[src/verilog/amo_pkg.sv]
// Constants and carrier types for the alarm mask and offset trim bank.
// Assumes a 32-bit AXI4-Lite slave with 12-bit byte addresses.
package amo_pkg;

////////////////////////////////////////////////////////////////////////////
	localparam int unsigned AMO_ADDR_W = 12;
	localparam int unsigned AMO_IDX_W  = 10;
	localparam int unsigned AMO_TRIM_W = 12;
	localparam int unsigned AMO_LANES  = 8;

	// Register indices; byte address is four times the index
	localparam logic [9:0] AMO_IDX_STATUS  = 10'h2c1;
	localparam logic [9:0] AMO_IDX_MASK    = 10'h2c2;
	localparam logic [9:0] AMO_IDX_LANE    = 10'h2c4;
	localparam logic [9:0] AMO_IDX_SUMMARY = 10'h2c6;
	localparam logic [9:0] AMO_IDX_CALSTAT = 10'h2c8;
	localparam logic [9:0] AMO_IDX_TRIM0   = 10'h330;
	localparam logic [9:0] AMO_IDX_TRIM1   = 10'h332;

	localparam logic [7:0]  AMO_STATUS_RST = 8'h3f;
	localparam logic [7:0]  AMO_MASK_RST   = 8'h3f;
	localparam logic [7:0]  AMO_LANE_RST   = 8'hff;
	localparam logic [15:0] AMO_TRIM_RST   = 16'h0000;

	// Alarm field positions, shared by status and mask
	localparam int unsigned AMO_BIT_FIFO    = 5;
	localparam int unsigned AMO_BIT_PLL     = 4;
	localparam int unsigned AMO_BIT_LINK    = 3;
	localparam int unsigned AMO_BIT_REALIGN = 2;
	localparam int unsigned AMO_BIT_CLK     = 0;
	// Real sources only; reserved positions never reach the summary
	localparam logic [7:0]  AMO_SRC_BITS    = 8'h3d;

	// Calibration status register fields
	localparam int unsigned AMO_BIT_ACCESS_OK = 0;
	localparam int unsigned AMO_BIT_SPARE_FG  = 1;
	localparam int unsigned AMO_BIT_CAL_RUN   = 2;

	localparam logic [1:0] AMO_RESP_OKAY   = 2'h0;
	localparam logic [1:0] AMO_RESP_SLVERR = 2'h2;

////////////////////////////////////////////////////////////////////////////
	typedef struct packed {
		logic [7:0] lane_fifo_error;
		logic       serializer_pll_unlock;
		logic       link_state_bad;
		logic       clock_realign;
		logic       divider_mismatch;
	} amo_alarm_src_type;

	typedef struct packed {
		logic offset_cal_enable;
		logic background_cal_enable;
		logic continuous_offset_tracking_enable;
		logic foreground_cal_complete;
		logic offset_cal_running;
	} amo_cal_state_type;

endpackage : amo_pkg

[src/verilog/amo_lane_flags.sv]
// Sticky per-lane FIFO overflow/underflow flags, write-one-to-clear.
// Assumes error and clear inputs come from logic on the same clock.
`timescale 1ns/10ps
`default_nettype none
module amo_lane_flags
	import amo_pkg::*;
#(
	parameter int unsigned LANES = amo_pkg::AMO_LANES
) (
	input  wire logic             aclk,
	input  wire logic             aresetn,
	input  wire logic [LANES-1:0] lane_error,
	input  wire logic [LANES-1:0] clear_bits,
	input  wire logic             clear_all,
	output logic      [LANES-1:0] flags
);

////////////////////////////////////////////////////////////////////////////
	typedef struct packed {
		logic [LANES-1:0] flags;
	} amo_lane_state_type;

	amo_lane_state_type s;
	amo_lane_state_type next_s;

	always_comb begin
		next_s = s;
		if (clear_all) begin
			next_s.flags = '0;
		end else begin
			next_s.flags = s.flags & ~clear_bits;
		end
		// Set beats clear, so a persisting fault trips again at once
		next_s.flags = next_s.flags | lane_error;
	end

	always_ff @(posedge aclk) begin
		if (!aresetn) begin
			s.flags <= LANES'(AMO_LANE_RST);
		end else begin
			s <= next_s;
		end
	end

	assign flags = s.flags;

endmodule : amo_lane_flags
`default_nettype wire

[src/verilog/amo_trim_apply.sv]
// Adds an unsigned offset trim to one converter core's sample stream.
// Assumes SAMPLE_W is at least the trim width; result saturates.
`timescale 1ns/10ps
`default_nettype none
module amo_trim_apply
	import amo_pkg::*;
#(
	parameter int unsigned SAMPLE_W = 12
) (
	input  wire logic                  aclk,
	input  wire logic                  aresetn,
	input  wire logic [SAMPLE_W-1:0]   sample,
	input  wire logic                  sample_valid,
	input  wire logic [AMO_TRIM_W-1:0] trim,
	output logic      [SAMPLE_W-1:0]   corrected,
	output logic                       corrected_valid
);

////////////////////////////////////////////////////////////////////////////
	typedef struct packed {
		logic [SAMPLE_W-1:0] data;
		logic                valid;
	} amo_trim_state_type;

	amo_trim_state_type s;
	amo_trim_state_type next_s;
	logic [SAMPLE_W:0]  sum;

	always_comb begin
		next_s = s;
		sum = {1'b0, sample} + (SAMPLE_W+1)'(trim);
		next_s.valid = sample_valid;
		if (sample_valid) begin
			// Clip instead of wrapping: a wrap would look like a full-scale jump
			next_s.data = sum[SAMPLE_W] ? '1 : sum[SAMPLE_W-1:0];
		end
	end

	always_ff @(posedge aclk) begin
		if (!aresetn) begin
			s <= '0;
		end else begin
			s <= next_s;
		end
	end

	assign corrected = s.data;
	assign corrected_valid = s.valid;

endmodule : amo_trim_apply
`default_nettype wire

[src/verilog/amo_regs.sv]
// Alarm mask, alarm status, lane FIFO alarms and core 0/1 offset trims.
// Assumes alarm sources and calibration state come from same-clock logic.
`timescale 1ns/10ps
`default_nettype none
module amo_regs
	import amo_pkg::*;
#(
	parameter int unsigned SAMPLE_W = 12
) (
	input  wire logic                            aclk,
	input  wire logic                            aresetn,
	input  wire logic [amo_pkg::AMO_ADDR_W-1:0]  awaddr,
	input  wire logic                            awvalid,
	output logic                                 awready,
	input  wire logic [31:0]                     wdata,
	input  wire logic [3:0]                      wstrb,
	input  wire logic                            wvalid,
	output logic                                 wready,
	output logic [1:0]                           bresp,
	output logic                                 bvalid,
	input  wire logic                            bready,
	input  wire logic [amo_pkg::AMO_ADDR_W-1:0]  araddr,
	input  wire logic                            arvalid,
	output logic                                 arready,
	output logic [31:0]                          rdata,
	output logic [1:0]                           rresp,
	output logic                                 rvalid,
	input  wire logic                            rready,
	input  wire amo_pkg::amo_alarm_src_type      alarm_src,
	input  wire logic                            soft_reset,
	input  wire amo_pkg::amo_cal_state_type      cal_state,
	output logic                                 summary_alarm,
	output logic                                 spare_core_fg_offset_cal,
	input  wire logic [SAMPLE_W-1:0]             core0_sample,
	input  wire logic                            core0_sample_valid,
	output logic [SAMPLE_W-1:0]                  core0_corrected,
	output logic                                 core0_corrected_valid,
	input  wire logic [SAMPLE_W-1:0]             core1_sample,
	input  wire logic                            core1_sample_valid,
	output logic [SAMPLE_W-1:0]                  core1_corrected,
	output logic                                 core1_corrected_valid
);

////////////////////////////////////////////////////////////////////////////
	typedef struct packed {
		logic                  aw_held;
		logic [AMO_ADDR_W-1:0] aw_addr;
		logic                  w_held;
		logic [31:0]           w_data;
		logic [3:0]            w_strb;
		logic                  bvalid;
		logic [1:0]            bresp;
		logic                  rvalid;
		logic [31:0]           rdata;
		logic [1:0]            rresp;
		logic [7:0]            status;
		logic [7:0]            mask;
		logic [15:0]           trim0;
		logic [15:0]           trim1;
		logic                  summary;
		logic [2:0]            calstat;
	} amo_regs_state_type;

	amo_regs_state_type s;
	amo_regs_state_type next_s;

	function automatic logic [AMO_IDX_W-1:0] amo_index(
		input logic [AMO_ADDR_W-1:0] addr
	);
		return addr[AMO_ADDR_W-1:2];
	endfunction : amo_index

	function automatic logic amo_mapped(input logic [AMO_IDX_W-1:0] idx);
		return (idx == AMO_IDX_STATUS) || (idx == AMO_IDX_MASK) ||
			(idx == AMO_IDX_LANE) || (idx == AMO_IDX_SUMMARY) ||
			(idx == AMO_IDX_CALSTAT) || (idx == AMO_IDX_TRIM0) ||
			(idx == AMO_IDX_TRIM1);
	endfunction : amo_mapped

	// Byte-lane merge for registers of up to 16 bits
	function automatic logic [15:0] amo_merge(
		input logic [15:0] old,
		input logic [31:0] data,
		input logic [3:0]  strb
	);
		logic [15:0] res;
		res = old;
		if (strb[0]) begin
			res[7:0] = data[7:0];
		end
		if (strb[1]) begin
			res[15:8] = data[15:8];
		end
		return res;
	endfunction : amo_merge

////////////////////////////////////////////////////////////////////////////
	logic [7:0]            lane_flags;
	logic [7:0]            lane_clear;
	logic                  lane_clear_all;
	logic                  have_aw;
	logic                  have_w;
	logic [AMO_ADDR_W-1:0] wr_addr;
	logic [31:0]           wr_data;
	logic [3:0]            wr_strb;
	logic [AMO_IDX_W-1:0]  wr_idx;
	logic [AMO_IDX_W-1:0]  rd_idx;
	logic                  do_write;
	logic [7:0]            status_clr;
	logic [7:0]            status_set;
	logic                  tracking_full;
	logic                  access_ok;

	assign awready = !s.aw_held && !s.bvalid;
	assign wready  = !s.w_held && !s.bvalid;
	assign arready = !s.rvalid;

	always_comb begin
		next_s = s;
		lane_clear = '0;
		lane_clear_all = 1'b0;
		status_clr = '0;

		// Write channel: address and data may arrive in either order
		have_aw = s.aw_held || (awvalid && awready);
		have_w  = s.w_held || (wvalid && wready);
		wr_addr = s.aw_held ? s.aw_addr : awaddr;
		wr_data = s.w_held ? s.w_data : wdata;
		wr_strb = s.w_held ? s.w_strb : wstrb;
		wr_idx  = amo_index(wr_addr);
		do_write = have_aw && have_w;
		if (do_write) begin
			next_s.aw_held = 1'b0;
			next_s.w_held  = 1'b0;
			next_s.bvalid  = 1'b1;
			next_s.bresp   = amo_mapped(wr_idx) ? AMO_RESP_OKAY
				: AMO_RESP_SLVERR;
			if (wr_strb[0]) begin
				case (wr_idx)
					AMO_IDX_STATUS: begin
						status_clr = wr_data[7:0];
						lane_clear_all = wr_data[AMO_BIT_FIFO];
					end
					AMO_IDX_LANE: begin
						lane_clear = wr_data[7:0];
					end
					default: begin
					end
				endcase
			end
			case (wr_idx)
				AMO_IDX_MASK: begin
					next_s.mask = 8'(amo_merge({8'h00, s.mask}, wr_data,
						wr_strb & 4'h1));
				end
				AMO_IDX_TRIM0: begin
					next_s.trim0 = amo_merge(s.trim0, wr_data, wr_strb);
				end
				AMO_IDX_TRIM1: begin
					next_s.trim1 = amo_merge(s.trim1, wr_data, wr_strb);
				end
				default: begin
				end
			endcase
		end else begin
			if (awvalid && awready) begin
				next_s.aw_held = 1'b1;
				next_s.aw_addr = awaddr;
			end
			if (wvalid && wready) begin
				next_s.w_held = 1'b1;
				next_s.w_data = wdata;
				next_s.w_strb = wstrb;
			end
		end
		if (s.bvalid && bready) begin
			next_s.bvalid = 1'b0;
		end

		// Alarm status: hardware set wins over a same-cycle clear
		status_set = '0;
		status_set[AMO_BIT_FIFO] = |alarm_src.lane_fifo_error;
		status_set[AMO_BIT_PLL] = alarm_src.serializer_pll_unlock;
		status_set[AMO_BIT_LINK] = alarm_src.link_state_bad;
		status_set[AMO_BIT_REALIGN] = alarm_src.clock_realign;
		status_set[AMO_BIT_CLK] = alarm_src.divider_mismatch;
		next_s.status = ((s.status & ~status_clr) | status_set)
			& AMO_STATUS_RST;
		if (soft_reset) begin
			next_s.status = AMO_STATUS_RST;
		end

		// Reserved status bit 1 is excluded even when its mask bit is zero
		next_s.summary = |(next_s.status & ~next_s.mask
			& AMO_SRC_BITS);

		// Advisory only: software must still obey the access window
		tracking_full = cal_state.background_cal_enable &&
			cal_state.continuous_offset_tracking_enable;
		if (cal_state.offset_cal_running) begin
			access_ok = 1'b0;
		end else if (tracking_full) begin
			access_ok = 1'b0;
		end else if (cal_state.offset_cal_enable) begin
			access_ok = cal_state.foreground_cal_complete;
		end else begin
			access_ok = 1'b1;
		end
		next_s.calstat = '0;
		next_s.calstat[AMO_BIT_ACCESS_OK] = access_ok;
		next_s.calstat[AMO_BIT_SPARE_FG] = cal_state.offset_cal_enable &&
			cal_state.background_cal_enable &&
			!cal_state.continuous_offset_tracking_enable;
		next_s.calstat[AMO_BIT_CAL_RUN] = cal_state.offset_cal_running;

		// Read channel: no side effects on any register
		rd_idx = amo_index(araddr);
		if (arvalid && arready) begin
			next_s.rvalid = 1'b1;
			next_s.rresp = amo_mapped(rd_idx) ? AMO_RESP_OKAY
				: AMO_RESP_SLVERR;
			case (rd_idx)
				AMO_IDX_STATUS:  next_s.rdata = {24'h000000, s.status};
				AMO_IDX_MASK:    next_s.rdata = {24'h000000, s.mask};
				AMO_IDX_LANE:    next_s.rdata = {24'h000000, lane_flags};
				AMO_IDX_SUMMARY: next_s.rdata = {31'h00000000, s.summary};
				AMO_IDX_CALSTAT: next_s.rdata = {29'h00000000, s.calstat};
				AMO_IDX_TRIM0:   next_s.rdata = {16'h0000, s.trim0};
				AMO_IDX_TRIM1:   next_s.rdata = {16'h0000, s.trim1};
				default:         next_s.rdata = 32'h00000000;
			endcase
		end else if (s.rvalid && rready) begin
			next_s.rvalid = 1'b0;
		end
	end

	always_ff @(posedge aclk) begin
		if (!aresetn) begin
			s <= '0;
			s.status <= AMO_STATUS_RST;
			s.mask <= AMO_MASK_RST;
			s.trim0 <= AMO_TRIM_RST;
			s.trim1 <= AMO_TRIM_RST;
			s.summary <= 1'b0;
		end else begin
			s <= next_s;
		end
	end

////////////////////////////////////////////////////////////////////////////
	amo_lane_flags #(
		.LANES(AMO_LANES)
	) u_lane_flags (
		.aclk       (aclk),
		.aresetn    (aresetn),
		.lane_error (alarm_src.lane_fifo_error),
		.clear_bits (lane_clear),
		.clear_all  (lane_clear_all),
		.flags      (lane_flags)
	);

	amo_trim_apply #(
		.SAMPLE_W(SAMPLE_W)
	) u_core0_trim (
		.aclk            (aclk),
		.aresetn         (aresetn),
		.sample          (core0_sample),
		.sample_valid    (core0_sample_valid),
		.trim            (s.trim0[AMO_TRIM_W-1:0]),
		.corrected       (core0_corrected),
		.corrected_valid (core0_corrected_valid)
	);

	amo_trim_apply #(
		.SAMPLE_W(SAMPLE_W)
	) u_core1_trim (
		.aclk            (aclk),
		.aresetn         (aresetn),
		.sample          (core1_sample),
		.sample_valid    (core1_sample_valid),
		.trim            (s.trim1[AMO_TRIM_W-1:0]),
		.corrected       (core1_corrected),
		.corrected_valid (core1_corrected_valid)
	);

	assign bvalid = s.bvalid;
	assign bresp = s.bresp;
	assign rvalid = s.rvalid;
	assign rdata = s.rdata;
	assign rresp = s.rresp;
	assign summary_alarm = s.summary;
	assign spare_core_fg_offset_cal = s.calstat[AMO_BIT_SPARE_FG];

endmodule : amo_regs
`default_nettype wire

[config.mk]
export PLATFORM = sky130hd
export DESIGN_NAME = amo_regs
export DESIGN_NICKNAME = d
export VERILOG_FILES = /design/src/verilog/amo_pkg.sv /design/src/verilog/amo_lane_flags.sv /design/src/verilog/amo_trim_apply.sv /design/src/verilog/amo_regs.sv
export SDC_FILE = /design/constraint.sdc
export NUM_CORES = 1
export LEC_CHECK = 0
export BUFFER_PORTS_ARGS = -buffer_cell sky130_fd_sc_hd__buf_2
export CAP_MARGIN = 20
export CELL_PAD_IN_SITES_DETAIL_PLACEMENT = 1
export CELL_PAD_IN_SITES_GLOBAL_PLACEMENT = 1
export CORE_AREA = 2 2 113 169
export CTS_CLUSTER_SIZE = 12
export DETAILED_ROUTE_END_ITERATION = 6
export DIE_AREA = 0 0 115 171
export HOLD_SLACK_MARGIN = 0.12
export PLACE_DENSITY_LB_ADDON = 0.1
export SLEW_MARGIN = 20
export SYNTH_ARGS = -nofsm -noshare
export SYNTH_HDL_FRONTEND = slang
export SYNTH_SLANG_ARGS = --single-unit
[constraint.sdc]
create_clock -name aclk -period 3.4 [get_ports aclk]
set_clock_uncertainty 0.2 [all_clocks]
set_input_delay 0.17 -clock aclk [delete_from_list [all_inputs] [get_ports aclk]]
set_output_delay 0.17 -clock aclk [all_outputs]
set_load 0.005 [all_outputs]
### Word level (Yosys, flattened, before mapping)

Cells that the tools add are included.

| operators by class | value |
|---|---|
| add/subtract/negate cells | 2 |
| $mul | 0 |
| div/mod/pow operators | 0 |
| $lt $le $gt $ge | 0 |
| equality and inequality tests | 14 |
| shift-type cells | 0 |
| multiplexer cells | 31 |
| bitwise gates (word level) | 10 |
| reduce and logical (&&, ||, !) cells | 42 |

Operator list:

| operator | count |
|---|---|
| 10-bit == test (second input constant) | 14 |
| 16-bit case mux with 7 select lines | 1 |
| 8-bit 2-to-1 mux | 10 |
| 16-bit 2-to-1 mux | 3 |
| 40-bit 2-to-1 mux | 1 |
| 12-bit 2-to-1 mux | 3 |
| 12-bit by 12-bit adder with 13-bit output | 2 |
| 6-bit 2-to-1 mux | 4 |
| 1-bit logical OR | 14 |
| 6-bit bitwise AND | 2 |
| 6-bit NOT | 2 |
| 3-bit AND reduction | 4 |
| 1-bit logical AND | 11 |
| 8-bit bitwise AND | 1 |
| 8-bit NOT | 1 |
| 8-bit bitwise OR | 1 |
| 8-bit OR reduction | 1 |
| 1-bit 2-to-1 mux | 6 |
| 2-bit 2-to-1 mux | 3 |
| 6-bit bitwise OR | 1 |
| 1-bit zero test | 5 |
| 5-bit OR reduction | 1 |
| 2-bit AND reduction | 2 |
| 2-bit OR reduction | 2 |
| 3 further kinds | 4 |

| storage, ports and cells | value |
|---|---|
| register bits after elaboration | 154 |
| bits in latches | 0 |
| memory bits (writable) | 0 |
| memory bits (read-only) | 0 |
| input bits | 111 |
| memories | 0 |

### Depth between registers and ports, before layout

| logic depth | value |
|---|---|
| depth after elaboration | 12 |
| depth in mapped cells | 11 |

### Hierarchy

From an unflattened synthesis, not the netlist that was laid out.

| second synthesis, totals | value |
|---|---|
| cells, all modules | 839 |
| area, all modules | 7469.7 sq um |

By module, submodules not included:

| module | times used | cells an instance | area an instance (sq um) |
|---|---|---|---|
| amo_regs | 1 | 573 | 5149.9 |
| amo_trim_apply | 2 | 117 | 1011.0 |
| amo_lane_flags | 1 | 32 | 297.8 |

### Worst setup path before layout

OpenSTA, ideal clock, no wires.

| timing path | value |
|---|---|
| kind | reg2reg |
| from | register s[139] (netlist name) |
| to | register s, in the netlist summary_alarm |
| arrival time | 2118 ps |
| data required time | 3067 ps |
| setup slack | 949 ps |
| stages on the path, launching flop included | 9 |
| buffers on the path | 1 |
| period minus slack after synthesis | 2451 ps |
| cell sequence | dfxtp_1 > or4b_1 > o22ai_2 > nand3_4 > or3_1 > buf_6 > a21o_1 > a22oi_1 > a31oi_1 |

| on the way | value |
|---|---|
| word-level cells in the longest chain between the ends | 12 |
| elaborated cells between the ends (all ways) | 20 |
| classes of those cells | eq/ne (2); mux (7); bitwise (5); reduce/logical (6) |

Ends and longest elaborated chain:

| item | RTL line | source |
|---|---|---|
| start: declaration | amo_regs.sv:64 | `amo_regs_state_type s;` |
| start signal: assignment | amo_regs.sv:246 | `s <= next_s;` |
| branches (longest 10 deep; another with 12-bit 2-to-1 mux) | n/a |  |
| 6-bit bitwise AND * | amo_regs.sv:194 | `next_s.summary = \|(next_s.status & ~next_s.mask` |
| 5-bit OR reduction * | amo_regs.sv:194 |  |

Mark *: on every way between the ends.
A chain may end at the register's enable or synchronous reset.

### Worst setup path in the final report

| timing path | value |
|---|---|
| from | input port araddr[5] (netlist name) |
| to | register s, in the netlist rdata[5] |

| on the way | value |
|---|---|
| word-level cells in the longest chain between the ends | 2 |
| elaborated cells between the ends (all ways) | 8 |
| classes of those cells | eq/ne (7); mux (1) |

Ends and longest elaborated chain:

| item | RTL line | source |
|---|---|---|
| start: declaration | amo_regs.sv:22 | `input wire logic [amo_pkg::AMO_ADDR_W-1:0] araddr,` |
| 10-bit == test | amo_regs.sv:222 | `case (rd_idx)` |
| 16-bit case mux with 7 select lines * | amo_regs.sv:222 |  |

Mark *: on every way between the ends. The rest lies on a longest branch, timed or not.

==> summary.txt <==
Clock network
  • CTS tree: built
  • Clk root buf: clkbuf_16
  • Clock sink total: 134
  • CTS Buffer Depth: 2
  • Num CTS Buffers: 17
  • Worst-path clk slew: roughly 60 ps
  • Post_cts resized: 0
  • Worst-Skew Late Latency: ~420 ps
  • H-tree depth: 4

Status
  • Status: finished, final reports clean

Route
  • Post-route ant nets: 0
  • Wire per inst: 17.7 um
  • Routed wire length: 21800 um
  • DRC viols: 0
  • Drt pass-1 iters: 4
  • Via density per instance: ~5.3
  • Initial DRC count: 269
  • Routed via count: 6510

Place
  • Detailed Place HPWL: 16100 um
  • Port bufs: around 140
  • Placed cell count: ~1100
  • Place WS: between 500 and 600 ps
  • Gpl congestion: approximately 0.86

GRT
  • Initial antenna violation count: 0
  • Largest net degree at the start of global routing: 46
  • Vias in the first global route: 6895
  • Total track usage: between 20% and 30%
  • First-pass GRT wire length: between 30000 and 40000 um
  • GR Overflow Total: 0

Worst setup path
  • Peak fanout along the critical path: 10
  • Crit Path Class: in -> reg
  • R2R depth: 7
  • Setup crit start kind: input pin
  • Required @ worst endpoint: approximately 3600 ps
  • Worst R2R Setup Slack: 370 ps
  • CP endpoint kind: flop
  • Worst path arrival time: between 3000 and 4000 ps

Floorplan
  • Die Wd: approximately 120 um
  • Boundary pin count: 180
  • Vert. Die Dim: 171 um
  • Initial Util: 38.0%
  • Row cnt: between 60 and 70
  • Core area: roughly 18000 um2
  • Die ar.: roughly 20000 um2

STA
  • Relative slew margins: between 40% and 50%
  • RSZ-0062 raised after global routing: no
  • Worst slew pin tran: 809 ps
  • Fin. Hold Viols: 0
  • FMAX: roughly 320 MHz
  • Tmin final: 3130 ps
  • Setup slack after layout: 274 ps
  • Fin crit share: 91.9%
  • Setup TNS: 0 ps
  • Max-slew violations: 0
  • # setup viols final: 0

Finish
  • Final Non-Filler Cells: 1234
  • Share of cells above drive strength 1: a little over a fifth
  • # diodes: 0
  • Layout area overhead: 31.3%
  • Nets: about 1100

Synthesis
  • Yosys reg bits: roughly 130
  • YS warnings: 0
  • Post-Synthesis Cell Area: between 6000 and 7000 um2
  • Mean post-synth cell area: approximately 8.6 um2
  • Yosys cell types: 68
  • Synth Flop Type: dfxtp_1
  • Post-synth ARST share: 0%
  • Post-synth top area share: roughly two fifths
  • Number of synthesized flops with an enable pin: 0
  • Largest cells by area after synthesis: dfxtp_1 39%, mux2i_1 7.3%, a21oi_1 5.4%
  • Post-synthesis sequential area ratio: about two fifths
  • Gate Count Post-Synth: just over 800
  • Cell taking the most area after synthesis: dfxtp_1

Power
  • Leakage: 4.00 nW
  • Pwr Density: 460 nW/um2
  • Total power: between 0.004 and 0.005 W
  • Max IR drop VDD: between 0.2 and 0.25 mV

Hold path
  • Hold Path Depth: 6
  • Min-Delay Path Class: in -> reg

Run
  • MaxCap Viol Count: 0
[critical path: stages]
cell	delay (ps)
dlygate4sd3_1	550
buf_2	170
nand4bb_1	190
nor4_2	470
dlygate4sd3_1	680
buf_4	210
nor2b_1	230
a22oi_1	110
a31oi_1	280
a21oi_1	80
nor2_1	130
[power breakdown]
part / switching [W] / internal (W) / leakage, nW / total, W
registers: 0.0000357 / 0.00162 / 1.09 / 0.00166
clock network: 0.000700 / 0.00134 / 0.320 / 0.00204
logic: 0.000270 / 0.000233 / 2.59 / 0.000502
[metal layers]
layer | share of wire [%] | global-route usage, % | wire length (um)
met4 | 2.5 | 8.33 | 536
met1 | 40 | 25.0 | 8810
met2 | 54 | 43.1 | 11900
met3 | 2.7 | 3.54 | 598
met5 | 0 | 0 | 0
[timing repair]
item / in CTS / in global routing
endpoints found under the hold margin: 118 / 0
hold buffers: 81 / 0
buffers inserted: 0 / 0
[cells by family after synthesis]
kind of cell	Yosys count	share of synthesized area (%)
AND/OR/NAND/NOR	265	18.1
AO/OA/AOI/OAI	191	17.1
flip-flops	134	38.6
buffers and inverters	90	6.94
multiplexers	80	12.0
adder cells (fa/ha/maj)	26	4.89
XOR/XNOR	18	2.27
other	1	0.0539
[state kept, by name, summed over array words and instances, names as in the netlist, 8 cells and up, named ones only]
signal                  count
u_core0_trim.corrected     12
u_core1_trim.corrected     12
rdata                      16
u_lane_flags.flags          8
s                          77
[cells in the final DEF, fill, tap and decap left out, types with 4 or more instances in the layout]
cell | netlist | final
a211oi_1 | 12 | 12
o21ai_1 | 7 | 7
a32oi_1 | 5 | 5
dfxtp_1 | 134 | 134
and2_1 | 6 | 6
o22ai_1 | 4 | 4
dlygate4sd3_1 | 0 | 81
a22oi_1 | 7 | 7
xnor2_1 | 6 | 6
nor3_1 | 16 | 16
buf_4 | 36 | 12
a31oi_1 | 9 | 9
bufinv_16 | 0 | 5
a21oi_1 | 75 | 75
inv_1 | 18 | 17
mux2_2 | 29 | 29
nor2_1 | 94 | 94
ha_1 | 24 | 24
clkbuf_16 | 0 | 17
nor2b_1 | 9 | 9
nand3b_1 | 5 | 5
buf_2 | 2 | 139
conb_1 | 1 | 18
nand2b_1 | 11 | 11
nand2_1 | 82 | 82
a311o_1 | 7 | 7
mux2i_1 | 51 | 51
a21o_1 | 4 | 4
xor2_1 | 12 | 12
nand3_1 | 15 | 15
o21ai_0 | 36 | 36
[final cells by class]
cell class,count,area [um2]
Clock buffer,20,457
Inverter,18,67.6
Multi-Input combinational cell,598,3850
Clock inverter,12,199
Fill cell,2175,9190
Sequential cell,134,2680
Timing Repair Buffer,232,1600
Tap cell,220,275
[synth_stat cells (2+ instances only)]
cell / n
a32oi_1: 5
nor4_1: 2
a21oi_1: 75
mux2i_1: 51
nand2_1: 82
o31ai_1: 2
a311o_1: 7
clkbuf_1: 31
a31oi_1: 9
nand3b_1: 5
nor3_1: 16
o41a_1: 2
buf_1: 2
o21ba_2: 2
fa_1: 2
a22oi_1: 7
a222oi_1: 2
o211a_1: 2
xor2_1: 12
nor2b_1: 9
o22ai_1: 4
a211oi_1: 12
o21ai_1: 7
nor2_1: 94
dfxtp_1: 134
ha_1: 24
o21a_1: 2
a21o_1: 4
buf_4: 36
xnor2_1: 6
nor3b_1: 3
o41ai_1: 2
nand3_1: 15
buf_2: 2
a221oi_1: 3
o21ai_0: 36
and2_1: 6
nand4b_1: 2
mux2_2: 29
inv_1: 18
and3_1: 2
nand2b_1: 11
or3_1: 3
[stage by stage]
step | hold slack, ps | area [um2] | utilization, %
after floorplan | 46.6 | 7020 | -
after global placement | 145 | 7660 | 41.8
after detailed placement | 162 | 7660 | 41.8
after CTS | 123 | 9130 | 49.8
after global routing | 190 | 9130 | 49.8
final | 144 | 9130 | 49.8
[path summary, 6_finish.rpt]
| path | startpoint | endpoint |
|---|---|---|
| worst max-delay path | araddr[5] | rdata[5] |
| worst min register to register | rdata[8] | rdata[8] |
| worst max register to register | s[126] | s[47] |
| worst min-delay path | araddr[2] | rresp[1] |
Power figures use the tool's default switching activity.
